$ cat src/rtl/ddc_consts.vh
// ddc_consts.vh: offsets, fields, reset values for the descriptor block
// assumes word addressing on the avalon slave (address in words)
`ifndef DDC_CONSTS_VH
`define DDC_CONSTS_VH
// ---------------------------------------------------------------
// register word offsets
// ---------------------------------------------------------------
`define DDC_OFF_CTRL 3'h0
`define DDC_OFF_SRC 3'h1
`define DDC_OFF_DST 3'h2
`define DDC_OFF_STATUS 3'h3
`define DDC_OFF_IRQ_STAT 3'h4
`define DDC_OFF_IRQ_EN 3'h5
`define DDC_OFF_IRQ_CLR 3'h6
`define DDC_OFF_REMAIN 3'h7
// ---------------------------------------------------------------
// control fields
// ---------------------------------------------------------------
`define DDC_BIT_UNALIGNED_EN 22
`define DDC_BIT_ERROR_EN 21
`define DDC_BIT_DONE_EN 20
`define DDC_BIT_HOLD 19
`define DDC_BIT_ABORT 18
`define DDC_BIT_DIR 17
`define DDC_BIT_ARMED 16
`define DDC_CTRL_RESET 32'h00000000
`define DDC_ADDR_RESET 32'h00000000
// ---------------------------------------------------------------
// status and irq fields
// ---------------------------------------------------------------
`define DDC_ST_FREE 0
`define DDC_ST_FINISHED 1
`define DDC_ST_ERROR 2
`define DDC_IRQ_DONE 0
`define DDC_IRQ_ERROR 1
`define DDC_IRQ_UNALIGNED 2
`define DDC_IRQ_RESET 3'h0
`define DDC_ST_RESET 3'h1
`define DDC_WORD_STEP 32'h00000004
`endif

$ cat src/rtl/ddc_desc_ctrl.v
// ddc_desc_ctrl.v: control of descriptor 0 of a memory dma engine
// assumes one 20 MHz clock, synchronous active-high reset and a
// word-per-cycle data path handshaked by the mover outside
`timescale 1ns/1ps
`include "ddc_consts.vh"

module ddc_desc_ctrl (
  // clock and reset
  input wire sys_clk,
  input wire sys_rst,
  // avalon-mm slave
  input wire [2:0] avs_address,
  input wire avs_read,
  input wire avs_write,
  input wire [31:0] avs_writedata,
  input wire [3:0] avs_byteenable,
  output reg [31:0] avs_readdata,
  output wire avs_waitrequest,
  // word mover
  output wire xfer_req,
  output wire xfer_dir,
  output reg [31:0] xfer_src_addr,
  output reg [31:0] xfer_dst_addr,
  input wire xfer_ack,
  input wire xfer_err,
  // status towards arbiter and cpu
  output wire desc_free_flag,
  output wire desc_finished_flag,
  output wire irq
);

  // ---------------------------------------------------------------
  // functions
  // ---------------------------------------------------------------
  function [31:0] merge_be;
    input [31:0] old_val;
    input [31:0] new_val;
    input [3:0] be;
    integer i;
    begin
      merge_be = old_val;
      for (i = 0; i < 4; i = i + 1) begin
        if (be[i]) begin
          merge_be[i*8 +: 8] = new_val[i*8 +: 8];
        end
      end
    end
  endfunction

  // ---------------------------------------------------------------
  // state
  // ---------------------------------------------------------------
  reg [31:0] ctrl_reg;
  reg [31:0] src_reg;
  reg [31:0] dst_reg;
  reg [14:0] words_left_reg;
  reg [2:0] status_reg;
  reg [2:0] irq_stat_reg;
  reg [2:0] irq_en_reg;
  reg ack_reg;

  wire armed = ctrl_reg[`DDC_BIT_ARMED];
  wire hold = ctrl_reg[`DDC_BIT_HOLD];
  wire access = (avs_read | avs_write) & ~ack_reg;
  // write lands only on the edge where waitrequest is seen low
  wire wr = avs_write & ack_reg;
  wire [31:0] wmask = merge_be(32'h00000000, avs_writedata,
    avs_byteenable);
  wire [31:0] ctrl_wr = merge_be(ctrl_reg, avs_writedata, avs_byteenable);
  wire wr_ctrl = wr & (avs_address == `DDC_OFF_CTRL);
  wire abort = wr_ctrl & ctrl_wr[`DDC_BIT_ABORT];
  wire arm_now = wr_ctrl & ~armed & ctrl_wr[`DDC_BIT_ARMED] & ~abort;
  wire beat = xfer_req & xfer_ack;
  wire last_beat = beat & (words_left_reg == 15'h0001);
  wire fail = xfer_req & xfer_err;
  wire [15:0] cnt = ctrl_wr[15:0];
  wire odd_size = (cnt[1:0] != 2'h0);
  wire [2:0] irq_clr = (wr & (avs_address == `DDC_OFF_IRQ_CLR)) ?
    wmask[2:0] : 3'h0;
  reg [2:0] irq_set;

  // one wait cycle per access; the answer comes on the second edge
  assign avs_waitrequest = access;

  assign xfer_req = armed & ~hold & (words_left_reg != 15'h0000);
  assign xfer_dir = ctrl_reg[`DDC_BIT_DIR];
  assign desc_free_flag = status_reg[`DDC_ST_FREE];
  assign desc_finished_flag = status_reg[`DDC_ST_FINISHED];
  assign irq = |(irq_stat_reg & irq_en_reg);

  always @* begin
    irq_set = 3'h0;
    if (fail & ctrl_reg[`DDC_BIT_ERROR_EN]) begin
      irq_set[`DDC_IRQ_ERROR] = 1'b1;
    end
    if (last_beat & ~xfer_err & ctrl_reg[`DDC_BIT_DONE_EN]) begin
      irq_set[`DDC_IRQ_DONE] = 1'b1;
    end
    if (arm_now & odd_size & ctrl_wr[`DDC_BIT_UNALIGNED_EN]) begin
      irq_set[`DDC_IRQ_UNALIGNED] = 1'b1;
    end
  end

  // ---------------------------------------------------------------
  // registers and transfer progress
  // ---------------------------------------------------------------
  always @(posedge sys_clk) begin
    if (sys_rst) begin
      ctrl_reg <= `DDC_CTRL_RESET;
      src_reg <= `DDC_ADDR_RESET;
      dst_reg <= `DDC_ADDR_RESET;
      words_left_reg <= 15'h0000;
      status_reg <= `DDC_ST_RESET;
      irq_stat_reg <= `DDC_IRQ_RESET;
      irq_en_reg <= 3'h0;
      ack_reg <= 1'b0;
      avs_readdata <= 32'h00000000;
      xfer_src_addr <= 32'h00000000;
      xfer_dst_addr <= 32'h00000000;
    end else begin
      ack_reg <= access;
      if (avs_read & ~ack_reg) begin
        case (avs_address)
          `DDC_OFF_CTRL: avs_readdata <= ctrl_reg;
          `DDC_OFF_SRC: avs_readdata <= src_reg;
          `DDC_OFF_DST: avs_readdata <= dst_reg;
          `DDC_OFF_STATUS: avs_readdata <= {29'h0, status_reg};
          `DDC_OFF_IRQ_STAT: avs_readdata <= {29'h0, irq_stat_reg};
          `DDC_OFF_IRQ_EN: avs_readdata <= {29'h0, irq_en_reg};
          `DDC_OFF_REMAIN: avs_readdata <= {17'h0, words_left_reg};
          default: avs_readdata <= 32'h00000000;
        endcase
      end
      if (wr & (avs_address == `DDC_OFF_IRQ_EN)) begin
        irq_en_reg <= wmask[2:0];
      end
      // set wins over clear
      irq_stat_reg <= (irq_stat_reg & ~irq_clr) | irq_set;
      if (abort) begin
        ctrl_reg <= `DDC_CTRL_RESET;
        src_reg <= `DDC_ADDR_RESET;
        dst_reg <= `DDC_ADDR_RESET;
        words_left_reg <= 15'h0000;
        status_reg <= `DDC_ST_RESET;
        irq_stat_reg <= `DDC_IRQ_RESET;
      end else begin
        if (wr_ctrl) begin
          if (armed) begin
            ctrl_reg[22:17] <= ctrl_wr[22:17];
          end else begin
            ctrl_reg <= {9'h000, ctrl_wr[22:19], 1'b0, ctrl_wr[17:0]};
          end
        end
        if (arm_now) begin
          words_left_reg <= (cnt[15:2] == 14'h0000) ? 15'h4000 :
            {1'b0, cnt[15:2]};
          status_reg <= 3'h0;
          irq_stat_reg <= irq_set;
          xfer_src_addr <= {src_reg[31:2], 2'h0};
          xfer_dst_addr <= {dst_reg[31:2], 2'h0};
        end
        if (wr & ~armed & (avs_address == `DDC_OFF_SRC)) begin
          src_reg <= merge_be(src_reg, avs_writedata, avs_byteenable) &
            32'hFFFFFFFC;
        end
        if (wr & ~armed & (avs_address == `DDC_OFF_DST)) begin
          dst_reg <= merge_be(dst_reg, avs_writedata, avs_byteenable) &
            32'hFFFFFFFC;
        end
        if (fail) begin
          ctrl_reg[`DDC_BIT_ARMED] <= 1'b0;
          words_left_reg <= 15'h0000;
          status_reg <= 3'h7;
        end else if (beat) begin
          src_reg <= src_reg + `DDC_WORD_STEP;
          dst_reg <= dst_reg + `DDC_WORD_STEP;
          xfer_src_addr <= src_reg + `DDC_WORD_STEP;
          xfer_dst_addr <= dst_reg + `DDC_WORD_STEP;
          words_left_reg <= words_left_reg - 15'h0001;
          if (last_beat) begin
            ctrl_reg[`DDC_BIT_ARMED] <= 1'b0;
            status_reg <= 3'h3;
          end
        end
      end
    end
  end

endmodule

$ cat config.mk
export PLATFORM = sky130hd
export DESIGN_NAME = ddc_desc_ctrl
export DESIGN_NICKNAME = d
export VERILOG_FILES = /design/src/rtl/ddc_desc_ctrl.v
export VERILOG_INCLUDE_DIRS = /design/src /design/src/rtl
export SDC_FILE = /design/constraint.sdc
export NUM_CORES = 1
export LEC_CHECK = 0
export BUFFER_PORTS_ARGS = -buffer_cell sky130_fd_sc_hd__buf_2
export CAP_MARGIN = 20
export CELL_PAD_IN_SITES_DETAIL_PLACEMENT = 0
export CELL_PAD_IN_SITES_GLOBAL_PLACEMENT = 1
export CORE_ASPECT_RATIO = 0.7
export CORE_MARGIN = 5
export CORE_UTILIZATION = 43
export DETAILED_ROUTE_END_ITERATION = 10
export GPL_ROUTABILITY_DRIVEN = 1
export HOLD_SLACK_MARGIN = 0.06
export PLACE_DENSITY = 0.82
export SETUP_SLACK_MARGIN = 0.4
export SLEW_MARGIN = 20
export SYNTH_ARGS = -nofsm -noshare
export SYNTH_HDL_FRONTEND = slang
export SYNTH_SLANG_ARGS = --single-unit
export TNS_END_PERCENT = 5
$ cat constraint.sdc
create_clock -name sys_clk -period 2.84 [get_ports sys_clk]
set_input_delay 0.142 -clock sys_clk [delete_from_list [all_inputs] [get_ports sys_clk]]
set_output_delay 0.142 -clock sys_clk [all_outputs]
set_load 0.02 [all_outputs]
==> results.sh, run 1 <==
export IMPL_status="complete, no violations"
export IMPL_vias_per_cell=6.229
export IMPL_stdcell_area_sq_um=13650
export IMPL_cts_tree="yes"
export IMPL_synthToLayoutAreaGrowth_pct=24.98
export IMPL_ys_flop_type="dfxtp_1"
export IMPL_crit_arrival_ns=2.89
export IMPL_nets=1637
export IMPL_final_hold_viol_count=0
export IMPL_insertion_delay_ns=0.52
export IMPL_hold_class="primary input to register"
export IMPL_worst_path_max_delay_cell="or4_4"
export IMPL_synth_top_cell_by_area="dfxtp_1"
export IMPL_maxCapViolCount=0
export IMPL_path_class="register to register"
export IMPL_syn_area_per_cell_sq_um=7.760
export IMPL_switching_power_mw=1.546
export IMPL_synth_top_family_by_area="compound AO/OA/AOI/OAI gates"
export IMPL_dieWidth_microns=200.5
export IMPL_h_tree_depth=1
export IMPL_yosys_mux_area_fraction_pct=5.799
export IMPL_worst_slew_pin_transition_ns=0.7472
export IMPL_slew_violations=0
export IMPL_first_pass_iters=6
export IMPL_synth_edff_count=0
export IMPL_comb_power_share_pct=6.2
export IMPL_synth_compound_area_share_pct=25.72
export IMPL_p_int_mw=5.058
export IMPL_p_leak_nw=5.321
export IMPL_synthArstFlopShare_pct=0
export IMPL_finalCritPeriodShare_pct=85.61
export IMPL_placementRows=48
export IMPL_worstPathRequired_ns=3.30
export IMPL_gr_total_overflow=0
export IMPL_dp_hpwl_microns=32650
export IMPL_place_area_sq_um=12360
export IMPL_worstPathCellList="nand4_1 > or4_4 > or4_4 > and2b_1 > mux2_2 > a21oi_1"
export IMPL_drc=0
export IMPL_syn_area_sq_um=10920
export IMPL_synth_area_leaders="dfxtp_1 (38%), a21oi_1 (6.0%), nor2_1 (5.6%), o21ai_0 (5.0%), nand2_1 (4.6%)"
export IMPL_place_congestion=0.9680
export IMPL_fmax_ghz=0.4113
export IMPL_dieHeight_microns=143.3
export IMPL_detail_route_antenna_nets=0
export IMPL_grt_pass1_wl_microns=67750
export IMPL_critPathTopFamily="simple AND/OR/NAND/NOR gates"
export IMPL_cp_max_fo=7
export IMPL_initial_core_util_pct=44.02
export IMPL_synthXorXnorAreaFrac_pct=1.203
export IMPL_drt_iter0_markers=1406
export IMPL_grt_usage_pct=29.97
export IMPL_power_per_cell_area_nw_per_um2=484.0
export IMPL_die_area_sq_um=28730
export IMPL_syn_inst=1407
export IMPL_cts_root_buf="clkbuf_16"
export IMPL_yosysWarnings=0
export IMPL_wl_per_cell_microns=23.43
export IMPL_finClkSkew_ns=0.01336
export IMPL_grt_pass1_vias=10881
export IMPL_period_minus_slack_ns=2.431
export IMPL_rsz0062_at_grt="yes"
export IMPL_crit_buf_inv=0
export IMPL_grt_antenna_before_repair=0
export IMPL_r2r_slack_ns=0.41
export IMPL_cpPeakStageDelay_ns=0.62
export IMPL_setup_violations=0
export IMPL_crit_top_cell="or4_4"
export IMPL_critPathLaunchType="register"
export IMPL_netlist_top_cells_count="dfxtp_1 (208), nor2_1 (164), nand2_1 (133), a21oi_1 (131), o21ai_0 (110)"
export IMPL_routed_wl_microns=45170
export IMPL_synth_most_common_cell="dfxtp_1"
export IMPL_yosysUniqueCellTypes=67
export IMPL_p_seq_share_pct=44.5
export IMPL_clockPowerShare_pct=49.3
export IMPL_clkSinkCount=208
export IMPL_core_area_sq_um=24800
export IMPL_setup_tns_ns=0
export IMPL_ir_drop_mv=0.3823
export IMPL_crit_path_end_kind="register"
export IMPL_synth_seq_cells=208
export IMPL_clockBufferDepth=3
export IMPL_clk_pin_slew_ns=0.07
export IMPL_max_slew_margin_pct=49.81
export IMPL_port_buffers=146
export IMPL_drive_gt1_share_pct=19.79
export IMPL_vias=12009
export IMPL_grt_max_degree=54
export IMPL_netlist_area_leader_share_pct=38.14
export IMPL_ys_seq_area_share_pct=38.14
export IMPL_cts_made_buffers=22
export IMPL_synth_adder_area_share_pct=0.5730
export IMPL_ios=147
export IMPL_syn_nets=1457
export IMPL_synth_simple_area_share_pct=23.94
export IMPL_switching_share_pct=23.41
## timing repair
action	4_1_cts	5_1_grt
pin swaps	2	0
endpoints found under the hold margin	89	0
hold buffers	38	0
resized for setup	9	5
setup endpoints to repair	31	20
setup buffers	6	0
## power by group through the flow
stage	clock (mW)	combinational [mW]	sequential, mW
2_1_floorplan	0	0.176	3.00
3_3_place_gp	0	0.355	3.00
3_5_place_dp	0	0.356	3.00
4_1_cts	3.29	0.398	2.94
5_1_grt	3.42	0.425	2.94
6_report	3.26	0.408	2.94
## cell type report
class | instances | area [sq um]
Multi-Input combinational cell | 1070 | 6335
Inverter | 12 | 45.04
Clock inverter | 9 | 148.9
Tap cell | 325 | 406.6
Fill cell | 2378 | 11160
Clock buffer | 30 | 663.1
Sequential cell | 208 | 4174
Timing Repair Buffer | 273 | 1871
Antenna cell | 1 | 2.502
## worst paths after layout
kind	from	to	cells past startpoint
worst min register to register	xfer_dst_addr[16]	xfer_dst_addr[16]	2
worst min-delay path	avs_byteenable[3]	dst_reg[29]	4
worst max-delay path	src_reg[9]	src_reg[26]	6
worst max register to register	src_reg[9]	src_reg[26]	6
## per-layer routing
layer	routed length (microns)	global-route usage, %
met1	20640	44.24
met2	18650	44.64
met3	4616	6.429
met4	1257	7.818
met5	0	0
## cells in the final DEF (no fill, tap or decap), drive strengths merged, types with 8 or more instances in the layout
cell	synthesis	layout
buf	27	235
dfxtp	208	208
nor2	164	164
nand2	133	133
a21oi	131	131
o21ai	110	110
a22oi	55	55
nand3	48	48
mux2i	43	43
a31oi	40	40
dlygate4sd3	0	38
and3	36	36
nor3	36	36
clkbuf	90	30
nor4	22	22
or3	19	19
nand4	19	19
a22o	18	18
a211oi	17	17
mux2	14	14
a21o	11	11
o211ai	11	11
inv	11	11
and2	11	11
nor3b	8	8
nand3b	8	8
a221oi	8	8
xnor2	8	8
o21a	8	8
or4	8	8
## worst register-to-register path: stages, from the launching register on
cell and delay [ns]:
dfxtp_2 0.38, nand4_1 0.15, or4_4 0.62, or4_4 0.53, and2b_1 0.24, mux2_2 0.33
a21oi_1 0.13
## per-stage QoR
| step | power [mW] | worst slack, ns | hold slack, ns | instances | utilization [%] |
|---|---|---|---|---|---|
| global route | 6.783 | 0.3065 | 0.1253 | 1927 | 55.00 |
| floorplan | 3.178 | 0.4025 | 0.2780 | 1407 | - |
| finish | 6.605 | 0.4086 | 0.1124 | 1928 | 55.01 |
| CTS | 6.622 | 0.3991 | 0.08482 | 1927 | 54.90 |
| detailed placement | 3.360 | 0.07705 | 0.4246 | 1844 | 49.84 |
| global placement | 3.359 | 0.1870 | 0.4272 | 1844 | 49.84 |
## cell families after synthesis
group,count (synthesis)
adder cells (fa/ha/maj),5
flip-flops,208
buffers and inverters,129
multiplexers,59
AO/OA/AOI/OAI,452
XOR/XNOR,15
AND/OR/NAND/NOR,539
Power figures use the tool's default switching activity.
==> run 2: changes to the inputs <==
Settings changed: ABC_AREA set to 1, CORE_UTILIZATION 43 to 41.
==> run 2 against run 1 <==
Routed wire length is 5.0% higher. Sequential power hardly changed. Area after synthesis is 10% higher. Sequential share of layout area is 0.93 points lower. Critical path depth is 2 higher. Worst setup slack better by 0.049 ns. Global-route usage is 2.6 points lower. Design area is 2.9% higher. Via count is 12% higher.
==> results.sh, run 2 <==
export IMPL_netlist_area_leader_share_pct=34.58
export IMPL_synth_area_leaders="dfxtp_1 (35%), nand2_1 (21%), inv_1 (6.3%), nand3_1 (6.2%), nor2_1 (6.0%)"
export IMPL_status="complete, no violations"
export IMPL_dieHeight_microns=153.4
export IMPL_synth_top_cell_by_area="dfxtp_1"
export IMPL_crit_buf_inv=2
export IMPL_insertion_delay_ns=0.52
export IMPL_finClkSkew_ns=0.006845
export IMPL_drive_gt1_share_pct=11.68
export IMPL_syn_inst=1976
export IMPL_core_area_sq_um=28950
export IMPL_synth_edff_count=0
export IMPL_worstPathRequired_ns=3.30
export IMPL_critPathTopFamily="simple AND/OR/NAND/NOR gates"
export IMPL_clkSinkCount=208
export IMPL_ys_seq_area_share_pct=34.58
export IMPL_synth_most_common_cell="nand2_1"
export IMPL_dp_hpwl_microns=35470
export IMPL_p_int_mw=4.921
export IMPL_fmax_ghz=0.4198
export IMPL_crit_cells=8
export IMPL_cts_tree="yes"
export IMPL_slew_violations=0
export IMPL_routed_wl_microns=47440
export IMPL_ir_drop_mv=0.3718
export IMPL_place_area_sq_um=13070
export IMPL_first_pass_iters=5
export IMPL_setup_tns_ns=0
export IMPL_path_class="register to register"
export IMPL_switching_share_pct=24.40
export IMPL_cpPeakStageDelay_ns=0.51
export IMPL_initial_core_util_pct=41.59
export IMPL_synthToLayoutAreaGrowth_pct=16.58
export IMPL_crit_top_cell="nand2_1"
export IMPL_yosysWarnings=0
export IMPL_syn_nets=2026
export IMPL_clk_pin_slew_ns=0.06
export IMPL_ff_latch_area_sq_um=4164
export IMPL_rsz0062_at_grt="yes"
export IMPL_gr_total_overflow=0
export IMPL_p_seq_share_pct=45.1
export IMPL_grt_antenna_before_repair=1
export IMPL_setup_violations=0
export IMPL_nets=2157
export IMPL_p_leak_nw=6.277
export IMPL_grt_max_degree=106
export IMPL_max_slew_margin_pct=50.46
export IMPL_final_hold_viol_count=0
export IMPL_finalCritPeriodShare_pct=83.88
export IMPL_grt_pass1_wl_microns=71790
export IMPL_worst_path_max_delay_cell="nor2_4"
export IMPL_drc=0
export IMPL_placementRows=52
export IMPL_syn_area_sq_um=12040
export IMPL_port_buffers=146
export IMPL_maxCapViolCount=0
export IMPL_wl_per_cell_microns=18.96
export IMPL_stdcell_area_sq_um=14040
export IMPL_grt_pass1_vias=11859
export IMPL_final_common_cell="nand2_1"
export IMPL_h_tree_depth=1
export IMPL_crit_path_end_kind="register"
export IMPL_vias=13432
export IMPL_worst_slew_pin_transition_ns=0.7411
export IMPL_clockPowerShare_pct=48.8
export IMPL_critPathLaunchType="register"
export IMPL_cts_root_buf="clkbuf_16"
export IMPL_vias_per_cell=5.369
export IMPL_hold_class="primary input to register"
export IMPL_layout_common_cells="nand2_1 (684), dfxtp_1 (208), inv_1 (203), nor2_1 (189), nand3_1 (148)"
export IMPL_post_cts_buffers=0
export IMPL_ios=147
export IMPL_synth_seq_cells=208
export IMPL_whs_path_depth=5
export IMPL_r2r_slack_ns=0.46
export IMPL_cts_made_buffers=23
export IMPL_syn_area_per_cell_sq_um=6.094
export IMPL_cp_max_fo=35
export IMPL_grt_usage_pct=27.32
export IMPL_place_congestion=0.9509
export IMPL_fillers=3128
export IMPL_worstPathCellList="nand2_1 > inv_2 > nand3_4 > a21oi_4 > nor2_4 > buf_4 > o21ai_0 > nand2_1"
export IMPL_dieWidth_microns=214.8
export IMPL_clockBufferDepth=3
export IMPL_multi_input_area_sq_um=6659
export IMPL_comb_power_share_pct=6.1
export IMPL_switching_power_mw=1.588
export IMPL_period_minus_slack_ns=2.382
export IMPL_crit_arrival_ns=2.84
export IMPL_drt_iter0_markers=1429
export IMPL_power_per_cell_area_nw_per_um2=463.7
export IMPL_ys_flop_type="dfxtp_1"
export IMPL_synthArstFlopShare_pct=0
export IMPL_rr_worst_depth=8
export IMPL_netlist_top_cells_count="nand2_1 (684), dfxtp_1 (208), inv_1 (203), nor2_1 (191), nand3_1 (148)"
export IMPL_die_area_sq_um=32950
export IMPL_detail_route_antenna_nets=0
export IMPL_yosysUniqueCellTypes=36
run 2: layout make-up:
type	instances	area share (%)
clock buffer	33	4.724
clock inverter	8	0.8200
tap	378	3.369
inverter	212	5.668
sequential	208	29.66
antenna	1	0.01783
multi-input combinational	1466	47.43
timing repair buffer	196	8.307
run 2: cell families after synthesis:
group	count (synthesis)	synth area share, %
buffers and inverters	302	10.28
AND/OR/NAND/NOR	1061	35.87
AO/OA/AOI/OAI	370	16.57
XOR/XNOR	30	2.182
adder cells (fa/ha/maj)	5	0.5195
flip-flops	208	34.58
run 2: worst paths after layout:
path,from,end
worst max-delay path,ack_reg,xfer_dst_addr[12]
worst min-delay path,avs_byteenable[2],ctrl_reg[21]
worst max register to register,ack_reg,xfer_dst_addr[12]
worst min register to register,avs_readdata[9],avs_readdata[9]
run 2: what timing repair did:
item                       4_1_cts  5_1_grt
hold buffers                    19        0
setup endpoints to repair        0        5
hold endpoints to repair        23        0
resized for setup                0        1
run 2: power by group through the flow:
stage / logic [mW] / clock network (mW) / registers, mW
floorplan: 0.199 / 0 / 3.00
global placement: 0.361 / 0 / 3.00
detailed placement: 0.361 / 0 / 3.00
CTS: 0.382 / 3.24 / 2.94
global route: 0.419 / 3.35 / 2.94
finish: 0.394 / 3.18 / 2.94
run 2: per-layer routing:
metal | vias up | global-route usage [%] | part of all wire (%)
met3 | 49 | 5.832 | 10
li1 | 6585 | - | -
met5 | - | 0 | 0
met2 | 625 | 37.99 | 40
met4 | 0 | 5.763 | 2.1
met1 | 6173 | 42.82 | 48
run 2: per-stage QoR:
stage / util (%) / hold slack (ns) / worst slack (ns) / cells / power [mW]
after CTS: 48.47 / 0.07617 / 0.4410 / 2501 / 6.556
after global placement: 45.13 / 0.4501 / 0.4285 / 2441 / 3.364
after global routing: 48.49 / 0.1125 / 0.3732 / 2502 / 6.711
after floorplan: - / 0.2893 / 1.157 / 1976 / 3.202
final: 48.49 / 0.1037 / 0.4578 / 2502 / 6.509
after detailed placement: 45.13 / 0.4525 / 0.4560 / 2441 / 3.365
run 2: worst register-to-register path: stages (launching register included):
cell and delay [ns]:
dfxtp_1 0.34, nand2_1 0.23, inv_2 0.08, nand3_4 0.15, a21oi_4 0.08, nor2_4 0.51
buf_4 0.50, o21ai_0 0.31, nand2_1 0.11
==> run 3: changes to the inputs <==
Settings changed: CORE_UTILIZATION 41 to 37, PLACE_DENSITY 0.82 to 0.78.
Clock period 2.84 ns to 2 ns, I/O delays scaled along.
==> run 3 against run 2 <==
Worst hold slack got worse by 0.021 ns. Clock skew rose by 0.021 ns. Sequential power rose by 42%. Global-route usage fell by 0.22 points. Register-to-register slack got worse by 0.32 ns. Critical path type unchanged.
==> results.sh, run 3 (same netlist as run 2, synthesis figures left out) <==
export IMPL_layout_common_cells="nand2_1 (660), inv_1 (194), dfxtp_1 (189), nor2_1 (165), buf_2 (146)"
export IMPL_fillers=3387
export IMPL_grt_max_degree=53
export IMPL_final_hold_viol_count=0
export IMPL_drive_gt1_share_pct=20.47
export IMPL_worstPathRequired_ns=2.48
export IMPL_grt_usage_pct=27.10
export IMPL_path_class="register to register"
export IMPL_hold_class="primary input to register"
export IMPL_finalCritPeriodShare_pct=93.23
export IMPL_power_per_cell_area_nw_per_um2=598.5
export IMPL_die_area_sq_um=36310
export IMPL_period_minus_slack_ns=1.865
export IMPL_dp_cells=2560
export IMPL_slew_violations=0
export IMPL_whs_path_depth=4
export IMPL_ir_drop_mv=0.5995
export IMPL_detail_route_antenna_nets=0
export IMPL_cts_tree="yes"
export IMPL_worst_slew_pin_transition_ns=0.6086
export IMPL_grt_pass1_wl_microns=77200
export IMPL_crit_cells=13
export IMPL_clkSinkCount=208
export IMPL_crit_arrival_ns=2.35
export IMPL_insertion_delay_ns=0.55
export IMPL_critPathTopFamily="buffers and inverters"
export IMPL_finalPower_mw=9.578
export IMPL_drc=0
export IMPL_grt_antenna_before_repair=0
export IMPL_diodes=0
export IMPL_fin_ws_ns=0.1355
export IMPL_final_common_cell="nand2_1"
export IMPL_r2r_slack_ns=0.14
export IMPL_clk_pin_slew_ns=0.06
export IMPL_r2r_start="words_left_reg[9]"
export IMPL_routed_wl_microns=52060
export IMPL_synthToLayoutAreaGrowth_pct=32.90
export IMPL_dieWidth_microns=225.6
export IMPL_setup_tns_ns=0
export IMPL_setup_violations=0
export IMPL_startpoint="words_left_reg[9]"
export IMPL_place_congestion=0.9788
export IMPL_grt_pass1_vias=12904
export IMPL_status="complete, no violations"
export IMPL_ios=147
export IMPL_cp_max_fo=7
export IMPL_vias=14295
export IMPL_p_leak_nw=7.199
export IMPL_dieHeight_microns=160.9
export IMPL_crit_end="xfer_src_addr[17]"
export IMPL_h_tree_depth=1
export IMPL_clockBufferDepth=3
export IMPL_dp_hpwl_microns=37330
export IMPL_cts_root_buf="clkbuf_16"
export IMPL_rr_worst_depth=13
export IMPL_port_buffers=146
export IMPL_crit_path_end_kind="register"
export IMPL_reg2reg_to="xfer_src_addr[17]"
export IMPL_rsz0062_at_grt="yes"
export IMPL_cts_made_buffers=24
export IMPL_gr_total_overflow=0
export IMPL_drt_iter0_markers=1529
export IMPL_nets=2290
export IMPL_max_slew_margin_pct=59.00
export IMPL_vias_per_cell=5.326
export IMPL_fin_cells=2684
export IMPL_placementRows=55
export IMPL_wl_per_cell_microns=19.39
export IMPL_worstPathCellList="nor2_4 > nand2_2 > nor2_4 > buf_4 > nand2_8 > buf_6 > nand4_4 > buf_8 > bufbuf_16 > nand2_1 > nand3_1 > nand2_1 > inv_1"
export IMPL_fin_util_pct=49.69
export IMPL_dp_slack_ns=0.08354
export IMPL_finClkSkew_ns=0.02741
export IMPL_core_area_sq_um=32210
export IMPL_critPathLaunchType="register"
export IMPL_maxCapViolCount=0
export IMPL_cpPeakStageDelay_ns=0.34
export IMPL_worst_path_max_delay_cell="dfxtp_2"
export IMPL_fmax_ghz=0.5363
export IMPL_crit_buf_inv=5
export IMPL_initial_core_util_pct=37.39
export IMPL_first_pass_iters=6
## run 3: worst min path at each step
stage                                  from                end  slack, ns
after global placement             avs_read            ack_reg       0.41
after CTS                 avs_byteenable[0]    irq_stat_reg[2]       0.06
after detailed placement           avs_read            ack_reg       0.42
after global routing               xfer_err  words_left_reg[0]       0.11
after floorplan           avs_writedata[17]       ctrl_reg[17]       0.25
final                     avs_byteenable[0]    irq_stat_reg[2]       0.08
## run 3: stage by stage
step / hold WS [ns] / cell area, sq um
6_report: 0.08291 / 16000
5_1_grt: 0.1115 / 16000
4_1_cts: 0.06449 / 15560
3_5_place_dp: 0.4159 / 13800
3_3_place_gp: 0.4137 / 13800
2_1_floorplan: 0.2473 / 12060
## run 3: power by group
group          internal (mW)  switching [mW]  total (mW)  leakage [nW]
Clock                   2.82            1.90        4.72         0.406
Sequential              4.15          0.0149        4.17          1.69
Combinational          0.225           0.464       0.689          5.11
## run 3: repair_timing
| item | 4_1_cts | 5_1_grt |
|---|---|---|
| setup endpoints to repair | 157 | 170 |
| pin swaps | 24 | 20 |
| setup buffers | 30 | 12 |
| endpoints found under the hold margin | 48 | 0 |
| hold buffers | 26 | 0 |
| resized for setup | 92 | 78 |
| gates cloned | 7 | 6 |
## run 3: layout make-up
| type | instances | area, sq um | share of cell area (%) |
|---|---|---|---|
| inverter | 212 | 817.0 | 5.106 |
| tap | 427 | 534.3 | 3.339 |
| multi-input combinational | 1468 | 7067 | 44.16 |
| sequential | 208 | 4193 | 26.20 |
| clock inverter | 8 | 118.9 | 0.7428 |
| timing repair inverter | 2 | 12.51 | 0.07819 |
| timing repair buffer | 324 | 2557 | 15.98 |
| clock buffer | 35 | 703.2 | 4.394 |
## run 3: worst min-delay path, delay by kind of cell
family / cells / cell delay (ns)
buffers and inverters: 1 / 0.20
AND/OR/NAND/NOR: 2 / 0.18
AO/OA/AOI/OAI: 1 / 0.11
## run 3: routing by layer
| metal | wire length (microns) | global-route usage, % | part of all wire, % |
|---|---|---|---|
| met5 | 0 | 0 | 0 |
| met3 | 5765 | 7.583 | 11 |
| met4 | 1531 | 6.846 | 2.9 |
| met2 | 20480 | 37.12 | 39 |
| met1 | 24280 | 41.36 | 47 |
